**src/rtl/mbdc_defines.vh**
```
// constants for the module base decode and configuration block
// assumes inclusion by the verilog-2005 rtl and the systemverilog testbench; definitions only
`ifndef MBDC_DEFINES_VH
`define MBDC_DEFINES_VH

// ==========================================================
// base locator access point (byte addresses, cpu space)
`define MBDC_BASELOC_ADDR 32'h0003FF00
`define MBDC_BASELOC_HI_ADDR 32'h0003FF00
`define MBDC_BASELOC_LO_ADDR 32'h0003FF02
`define MBDC_BASELOC_RESET 32'h00000000

// ==========================================================
// function code values
`define MBDC_FC_CPU 4'h7
`define MBDC_FC_SUP_DATA 4'h5

// ==========================================================
// low half field positions
`define MBDC_LO_VALID_BIT 0
`define MBDC_LO_MASK_LSB 1
`define MBDC_LO_MASK_MSB 9
`define MBDC_LO_BASE_LSB 12

// ==========================================================
// offsets inside the 4-kbyte block
`define MBDC_UCFG_OFFSET 12'h000
`define MBDC_SHARED_LO 12'h010
`define MBDC_SHARED_HI 12'h01F

// ==========================================================
// unit_config fields and reset value
`define MBDC_UCFG_TIMERS_BIT 14
`define MBDC_UCFG_BUSMON_BIT 13
`define MBDC_UCFG_FULL_IRQ_SELECT_BIT 12
`define MBDC_UCFG_MIRROR_MSB 9
`define MBDC_UCFG_MIRROR_LSB 8
`define MBDC_UCFG_PRIV_BIT 7
`define MBDC_UCFG_IRQ_PRIORITY_FIELD_MSB 3
`define MBDC_UCFG_WMASK 16'h738F
`define MBDC_UCFG_RESET 16'h008F

`endif

```
**src/rtl/mbdc_show_cycle.v**
```verilog
// show-cycle driver: mirrors one internal transfer onto the external pins
// assumes starts come from the same clock and at least four cycles apart
`timescale 1ns/1ps
`default_nettype none

module mbdc_show_cycle (
    input wire clk,
    input wire rst_b,
    input wire start,
    input wire [31:0] showAddr,
    input wire [31:0] showData,
    output reg [31:0] extAddr,
    output reg extAddrOe,
    output reg [31:0] extData,
    output reg extDataOe,
    output reg extDataStrobe_b,
    output wire extAddrStrobe_b,
    output wire busy
);

    // ==========================================================
    // state machine
    localparam [3:0] SHOW_IDLE = 4'b0001;
    localparam [3:0] SHOW_ADDR = 4'b0010;
    localparam [3:0] SHOW_DATA = 4'b0100;
    localparam [3:0] SHOW_HOLD = 4'b1000;

    reg [3:0] state;
    reg [3:0] next_state;

    // address strobe is never asserted by a show cycle
    assign extAddrStrobe_b = 1'b1;
    assign busy = (state != SHOW_IDLE);

    // next state selection
    always @* begin
        case (state)
            SHOW_IDLE: next_state = start ? SHOW_ADDR : SHOW_IDLE;
            SHOW_ADDR: next_state = SHOW_DATA;
            SHOW_DATA: next_state = SHOW_HOLD;
            SHOW_HOLD: next_state = SHOW_IDLE;
            default: next_state = SHOW_IDLE;
        endcase
    end

    // pin drivers: strobe low for address phase, data set up at its negation
    always @(posedge clk) begin
        if (!rst_b) begin
            state <= SHOW_IDLE;
            extAddr <= 32'h00000000;
            extAddrOe <= 1'b0;
            extData <= 32'h00000000;
            extDataOe <= 1'b0;
            extDataStrobe_b <= 1'b1;
        end else begin
            state <= next_state;
            case (next_state)
                SHOW_ADDR: begin
                    extAddr <= showAddr;
                    extData <= showData;
                    extAddrOe <= 1'b1;
                    extDataOe <= 1'b1;
                    extDataStrobe_b <= 1'b0;
                end
                SHOW_DATA: begin
                    extDataStrobe_b <= 1'b1;
                end
                SHOW_HOLD: begin
                    extDataStrobe_b <= 1'b1;
                end
                default: begin
                    extAddrOe <= 1'b0;
                    extDataOe <= 1'b0;
                    extDataStrobe_b <= 1'b1;
                end
            endcase
        end
    end

endmodule // mbdc_show_cycle

`default_nettype wire

```
**src/rtl/mbdc_top.v**
```verilog
// module base decode and configuration: base locator, block decode,
// unit_config word, debug-halt gating, show cycles and arbitration gate
// assumes one internal bus access per busReq pulse, on clk, from the core
//
// Contract
// - block start is the upper 20 base bits; 4-kbyte granularity only.
// - masked address space skips internal select; cycle runs externally.
// - mask bit 8 covers codes 1xxx, bit 7..0 cover 0111..0000.
// - mask bit one excludes the space; zero allows internal decode.
// - valid flag clear: base ignored, no internal register reachable.
// - base locator accesses complete internally, never on the external bus.
// - base locator reached as a longword at fixed cpu-space address.
// - unit_config readable and writable at any time, no sequence limits.
// - timers bit with debug halt stops watchdog and periodic timer.
// - busmon bit with debug halt disables the bus monitor.
// - full-irq bit: seven requests, autovector; else four requests, four selects.
// - show cycles drive address, data, control but not address strobe.
// - show-cycle data valid by falling edge after data strobe negation.
// - no show cycles: no external data, both strobes unasserted.
// - mirror field 00 none+arb, 01 show no arb, 1x show+arb.
// - arbitration disabled: external bus requests ignored until re-enabled.
// - priv bit set: shared registers need supervisor data; user write faults.
// - priv bit clear: shared registers open to both privilege levels.
// - debug halt asserted on breakpoint while background debug enabled.
// - irq priority field resets to ones; zero makes irqs extraneous.
`timescale 1ns/1ps
`default_nettype none
`include "mbdc_defines.vh"

module mbdc_top (
    input wire clk,
    input wire rst_b,
    input wire busReq,
    input wire busWrite,
    input wire busLong,
    input wire [31:0] busAddr,
    input wire [3:0] busFc,
    input wire [31:0] busWdata,
    input wire [31:0] intRdata,
    input wire bkptHit,
    input wire bdmEnable,
    input wire extBusReq,
    output reg busAck,
    output reg busFault,
    output reg [31:0] busRdata,
    output reg extAccess,
    output reg intSelect,
    output reg [11:0] intOffset,
    output reg debugHalt,
    output wire timersStop,
    output wire busMonStop,
    output wire fullIrqMode,
    output wire [2:0] irqInputCount,
    output wire [2:0] chipSelCount,
    output wire showCycleEn,
    output wire arbEnable,
    output wire [3:0] irqArbLevel,
    output wire irqExtraneous,
    output wire extBusGrantReq,
    output wire [31:0] extAddr,
    output wire extAddrOe,
    output wire [31:0] extData,
    output wire extDataOe,
    output wire extDataStrobe_b,
    output wire extAddrStrobe_b
);

    // ==========================================================
    // storage
    reg [15:0] baseHi;
    reg [15:0] baseLo;
    reg [15:0] unitConfig;
    reg extReqMeta;
    reg extReqSync;

    // ==========================================================
    // field views
    wire [19:0] baseField;
    wire [8:0] spaceMaskBits;
    wire baseValid;
    wire [1:0] mirrorCycleSel;
    wire privOnlyRegs;

    // block base is the upper 20 locator bits
    assign baseField = {baseHi, baseLo[15:`MBDC_LO_BASE_LSB]};
    assign spaceMaskBits = baseLo[`MBDC_LO_MASK_MSB:`MBDC_LO_MASK_LSB];
    assign baseValid = baseLo[`MBDC_LO_VALID_BIT];
    assign mirrorCycleSel = unitConfig[`MBDC_UCFG_MIRROR_MSB:`MBDC_UCFG_MIRROR_LSB];
    assign privOnlyRegs = unitConfig[`MBDC_UCFG_PRIV_BIT];

    // ==========================================================
    // function code to mask bit, one compare per bit 7..0, bit 8 from code bit 3
    wire [8:0] spaceHit;
    genvar gi;
    generate
        for (gi = 0; gi < 8; gi = gi + 1) begin : g_space
            // bit 7 down to 0 covers codes 0111 down to 0000
            assign spaceHit[gi] = ({28'h0000000, busFc} == gi);
        end
    endgenerate
    assign spaceHit[8] = busFc[3];

    // a set bit removes the space from internal decode
    wire spaceMasked;
    assign spaceMasked = |(spaceHit & spaceMaskBits);

    // ==========================================================
    // address decode of the current request
    wire isBaseLoc;
    wire blockHit;
    wire [11:0] offset;
    wire isUnitCfg;
    wire isShared;
    wire supData;
    wire sharedDenied;
    wire supDenied;

    // base locator sits at a fixed cpu-space address
    assign isBaseLoc = (busFc == `MBDC_FC_CPU)
        && ({busAddr[31:2], 2'b00} == `MBDC_BASELOC_ADDR);
    // internal block only when valid, base matches and space not masked
    assign blockHit = !isBaseLoc && baseValid
        && (busAddr[31:12] == baseField)
        && !spaceMasked;
    assign offset = busAddr[11:0];
    assign isUnitCfg = ({offset[11:1], 1'b0} == `MBDC_UCFG_OFFSET);
    assign isShared = (offset >= `MBDC_SHARED_LO) && (offset <= `MBDC_SHARED_HI);
    assign supData = (busFc == `MBDC_FC_SUP_DATA);
    // shared registers check privilege only with the priv bit set
    assign sharedDenied = isShared && privOnlyRegs && !supData;
    // unit_config itself is supervisor only
    assign supDenied = isUnitCfg && !busFc[2];

    // ==========================================================
    // base locator write data per half
    wire wrHi;
    wire wrLo;
    wire [15:0] wrHiData;
    wire [15:0] wrLoData;

    // longword writes both halves; a word write picks a half by address bit 1
    assign wrHi = busReq && busWrite && isBaseLoc && (busLong || !busAddr[1]);
    assign wrLo = busReq && busWrite && isBaseLoc && (busLong || busAddr[1]);
    assign wrHiData = (busLong || busAddr[1]) ? busWdata[31:16] : busWdata[15:0];
    assign wrLoData = busWdata[15:0];

    // reset image of the whole locator, split per half
    wire [31:0] baseLocReset;
    assign baseLocReset = `MBDC_BASELOC_RESET;

    // base locator registers, cleared by reset
    always @(posedge clk) begin
        if (!rst_b) begin
            baseHi <= baseLocReset[31:16];
            baseLo <= baseLocReset[15:0];
        end else begin
            if (wrHi) begin
                baseHi <= busLong ? busWdata[31:16] : wrHiData;
            end
            if (wrLo) begin
                // bits 11..10 hold zero
                baseLo <= {wrLoData[15:12], 2'b00, wrLoData[9:0]};
            end
        end
    end

    // ==========================================================
    // unit_config: open to writes at any time
    wire wrCfg;
    assign wrCfg = busReq && busWrite && blockHit && isUnitCfg && !supDenied;

    always @(posedge clk) begin
        if (!rst_b) begin
            unitConfig <= `MBDC_UCFG_RESET;
        end else if (wrCfg) begin
            unitConfig <= busWdata[15:0] & `MBDC_UCFG_WMASK;
        end
    end

    // ==========================================================
    // read data mux
    reg [31:0] next_rdata;
    always @* begin
        next_rdata = 32'h00000000;
        if (isBaseLoc) begin
            if (busLong) begin
                next_rdata = {baseHi, baseLo};
            end else if (busAddr[1]) begin
                next_rdata = {16'h0000, baseLo};
            end else begin
                next_rdata = {16'h0000, baseHi};
            end
        end else if (isUnitCfg) begin
            next_rdata = {16'h0000, unitConfig};
        end
    end

    // ==========================================================
    // answer to the core, one cycle after the request
    always @(posedge clk) begin
        if (!rst_b) begin
            busAck <= 1'b0;
            busFault <= 1'b0;
            busRdata <= 32'h00000000;
            extAccess <= 1'b0;
            intSelect <= 1'b0;
            intOffset <= 12'h000;
        end else begin
            busAck <= 1'b0;
            busFault <= 1'b0;
            extAccess <= 1'b0;
            intSelect <= 1'b0;
            if (busReq) begin
                intOffset <= offset;
                if (isBaseLoc) begin
                    // finished here, nothing goes external
                    busAck <= 1'b1;
                    busRdata <= next_rdata;
                end else if (!blockHit) begin
                    extAccess <= 1'b1;
                end else if (sharedDenied || supDenied) begin
                    // access is dropped and faulted, read or write
                    busFault <= 1'b1;
                end else if (isUnitCfg) begin
                    busAck <= 1'b1;
                    busRdata <= next_rdata;
                end else begin
                    intSelect <= 1'b1;
                end
            end
        end
    end

    // ==========================================================
    // debug halt from the core's breakpoint in background mode
    always @(posedge clk) begin
        if (!rst_b) begin
            debugHalt <= 1'b0;
        end else begin
            debugHalt <= bkptHit && bdmEnable;
        end
    end

    // timers and bus monitor stop only while halted and enabled
    assign timersStop = debugHalt && unitConfig[`MBDC_UCFG_TIMERS_BIT];
    assign busMonStop = debugHalt && unitConfig[`MBDC_UCFG_BUSMON_BIT];

    // ==========================================================
    // port b role
    assign fullIrqMode = unitConfig[`MBDC_UCFG_FULL_IRQ_SELECT_BIT];
    assign irqInputCount = fullIrqMode ? 3'h7 : 3'h4;
    assign chipSelCount = fullIrqMode ? 3'h0 : 3'h4;

    // ==========================================================
    // interrupt arbitration level
    assign irqArbLevel = unitConfig[`MBDC_UCFG_IRQ_PRIORITY_FIELD_MSB:0];
    assign irqExtraneous = (irqArbLevel == 4'h0);

    // ==========================================================
    // show cycle and arbitration decode
    assign showCycleEn = (mirrorCycleSel != 2'b00);
    assign arbEnable = (mirrorCycleSel != 2'b01);

    // external bus request pin, two-stage synchroniser
    always @(posedge clk) begin
        if (!rst_b) begin
            extReqMeta <= 1'b0;
            extReqSync <= 1'b0;
        end else begin
            extReqMeta <= extBusReq;
            extReqSync <= extReqMeta;
        end
    end

    // requests pass on only while arbitration is enabled
    assign extBusGrantReq = extReqSync && arbEnable;

    // ==========================================================
    // mirror internal transfers when show cycles are on
    wire showStart;
    wire [31:0] showData;
    assign showStart = busReq && blockHit && showCycleEn;
    assign showData = busWrite ? busWdata : (isUnitCfg ? next_rdata : intRdata);

    mbdc_show_cycle u_show (
        .clk(clk),
        .rst_b(rst_b),
        .start(showStart),
        .showAddr(busAddr),
        .showData(showData),
        .extAddr(extAddr),
        .extAddrOe(extAddrOe),
        .extData(extData),
        .extDataOe(extDataOe),
        .extDataStrobe_b(extDataStrobe_b),
        .extAddrStrobe_b(extAddrStrobe_b),
        .busy()
    );

endmodule // mbdc_top

`default_nettype wire

```
**config.mk**
```make
export PLATFORM = sky130hd
export DESIGN_NAME = mbdc_top
export DESIGN_NICKNAME = d
export VERILOG_FILES = /design/src/rtl/mbdc_show_cycle.v /design/src/rtl/mbdc_top.v
export VERILOG_INCLUDE_DIRS = /design/src /design/src/rtl
export SDC_FILE = /design/constraint.sdc
export NUM_CORES = 1
export LEC_CHECK = 0
export ABC_AREA = 1
export BUFFER_PORTS_ARGS = -buffer_cell sky130_fd_sc_hd__buf_2
export CORE_MARGIN = 2
export CORE_UTILIZATION = 47
export CTS_CLUSTER_SIZE = 10
export DETAILED_ROUTE_END_ITERATION = 12
export PLACE_DENSITY = 0.8
export SLEW_MARGIN = 30
export SYNTH_ARGS = -nofsm -noshare
export SYNTH_HDL_FRONTEND = slang
export SYNTH_SLANG_ARGS = --single-unit
```
**constraint.sdc**
```tcl
create_clock -name clk -period 1.6 [get_ports clk]
set_input_delay 0.32 -clock clk [delete_from_list [all_inputs] [get_ports clk]]
set_output_delay 0.32 -clock clk [all_outputs]
set_load 0.01 [all_outputs]
```
==> results.toml <==
[run_status]
outcome = "complete, but fails checks"
violations = "negative setup slack"

[clock_network]
clock_sinks = 161
root_buffer = "clkbuf_16"
clkTransAtPathRegs_ps = 60
clk_latency_ps = 440
cts.path.max_buffers = 2
holdBufCountCts = 0
cts_tree = "built"
cts-htree-levels = 4
cts_buffers = 17

[synth]
yosysUniqueCellTypes = 36
synth_top_area_frac = 0.3894
ys_top_cells_by_area = "dfxtp_1 (39%), nand2_1 (19%), nor2_1 (13%)"
netlist_area_sq_um = 8277
synth_edf_count = 0
synth-seq-cells = 161
syn_area_per_cell_sq_um = 6.117
synth_seq_area_share = 0.3894
synth_flop_cell = "dfxtp_1"
synthCells = 1353
yosys.area.top_type = "dfxtp_1"
synth_warnings = 0
async_flop_share = 0

[layout]
synthToLayoutAreaGrowth_pct = 50.17
drive_above_1_share = 0.3631
antennaDiodeCount = 0
mostFrequentLayoutCell = "nand2_1"
layout.nets = 1820
mostFrequentLayoutCells = "nand2_1 (338), buf_2 (237), nor2_1 (236), inv_1 (159), dfxtp_1 (147)"

[die]
start_util = 0.4802
die-area_sq_um = 18690
std_cell_rows = 48
fp.dieH_um = 136.7
ios = 242
die_x_um = 136.7
core_sq_um = 17240

[drt]
via_per_inst = 5.193
route.detailed.drc = 0
drtPass1Iterations = 6
num_vias = 10120
wl_met3_um = 3001
final_antenna_net_count = 0
wl_met2_um = 15380
highest-signal-layer = "met4"
drt-initial-drc-count = 1025
drt-met1-wl_um = 12790
wl_per_cell_um = 16.64
drt_wl_total_um = 32440

[placed_design]
gp_congestion = 0.9798
hpwl_um = 21340
io_buffers = 237
dp_slack_ps = -441.1

[run]
drv_cap = 0

[pwr]
power_density_nw_per_um2 = 753.8
leakagePower_nw = 6.600
vdd_drop_max_uv = 804.9

[timing]
hold_viol = 0
fin_skew_ps = 8.998
rsz0062_at_grt = "yes"
fmax_ghz = 0.5135
setup-tns-final_ps = -31400
final.period_utilization = 1.217
setup_viol = 115
worst_slack_ps = -347.4
min_period_ps = 1947
slew_violations = 0

[global_routing]
overflow = 0
gr-usage-all-layers = 0.3200
grt_max_degree = 72
grt_pass1_wl_um = 45870
grt_pass1_vias = 8952
grt_antenna_before_repair = 0

[setup_path]
critPathKind = "flip-flop to flip-flop"
critPathArrivalTime_ps = 2280
cp-end-kind = "flip-flop"
cp-start-kind = "flip-flop"
crit_start = "baseHi[2]"
crit_fanout = 8
timing.rr.start = "baseHi[2]"
crit_required_ps = 1930

[worst_hold_path]
hold_class = "primary input to flip-flop"
hold_start = "extBusReq"
worst max-delay path, cell delays in order (launching register included):
cell      delay (ps)
dfxtp_2          370
inv_2             60
nand2_2           60
nand2_2           80
nor2_2           120
nand2_1           60
nor2_1           110
nand3_1          110
buf_4            160
o21bai_4         160
nand2_4          160
buf_16           190
nor2_2           140
nor2_2            50
Yosys cell counts, types with 2 or more instances:
cell type	n
a211oi_1	14
a21oi_1	28
buf_2	15
buf_4	12
clkbuf_1	47
clkinv_1	3
conb_1	2
dfxtp_1	161
inv_1	164
inv_2	7
nand2_1	408
nand2_2	2
nand3_1	69
nand3_2	2
nand3b_1	12
nand4_1	19
nor2_1	291
nor2_2	2
nor3_1	15
nor4_1	2
o211ai_1	5
o21ai_0	55
xnor2_1	5
metrics by stage:
step / power [mW] / cell area [sq um] / utilization / hold WS, ps / instances
floorplan: 4.481 / 8403 / - / 390.5 / 1355
global placement: 4.939 / 10650 / 0.6177 / 393.2 / 1880
detailed placement: 4.943 / 10650 / 0.6177 / 409.9 / 1880
CTS: 9.292 / 11810 / 0.6853 / 77.25 / 1938
global route: 9.598 / 12430 / 0.7211 / 90.68 / 1949
finish: 9.370 / 12430 / 0.7211 / 72.38 / 1949
flip-flops by register name, summed over array words and instances (netlist names):
register / count
baseLo: 14
u_show.state: 4
busFault: 1
busRdata: 32
baseHi: 16
u_show.extDataStrobe_b: 1
intOffset: 12
unitConfig: 10
extAccess: 1
extReqMeta: 1
busAck: 1
u_show.extData: 32
u_show.extAddr: 32
extReqSync: 1
debugHalt: 1
u_show.extAddrOe: 1
intSelect: 1
area by class of cell:
type                            count  area, sq um
Clock buffer                       22        474.2
Clock inverter                      9        155.1
Tap cell                          225        281.5
Multi-Input combinational cell    944         4649
Timing Repair Buffer              414         2963
Fill cell                        1334         4807
Inverter                          174        660.6
Sequential cell                   161         3246
cells by family after synthesis:
| group | Yosys count | synth area share |
|---|---|---|
| buf+inv | 250 | 0.1220 |
| flops | 161 | 0.3894 |
| xor+xnor | 5 | 0.005291 |
| simple gates | 828 | 0.4089 |
| other cells | 2 | 0.0009074 |
| compound gates | 107 | 0.07347 |
path summary, 6_finish.rpt:
kind              slack [ps]  depth (start not counted)           end
setup reg to reg        -350                         13  busRdata[30]
hold reg to reg          420                          2    extReqSync
hold / removal            70                          3    extReqMeta
setup / recovery        -350                         13  busRdata[30]
power breakdown:
part | total (mW) | internal, mW | switching, mW
Sequential | 4.04 | 4.03 | 0.0112
Combinational | 0.896 | 0.352 | 0.543
Clock | 4.43 | 2.72 | 1.71
per-layer routing:
| metal | track usage | vias up |
|---|---|---|
| li1 | - | 4847 |
| met1 | 0.4194 | 4603 |
| met2 | 0.5244 | 574 |
| met3 | 0.05630 | 98 |
| met4 | 0.1233 | 0 |
| met5 | 0 | - |
timing repair:
action                                  in CTS  in global routing
endpoints found under the setup margin     115                129
setup buffers                               19                  5
gates cloned                                 8                  8
gates resized for setup                     77                141
pin swaps                                   24                 50
(Power assumes the default switching activity.)
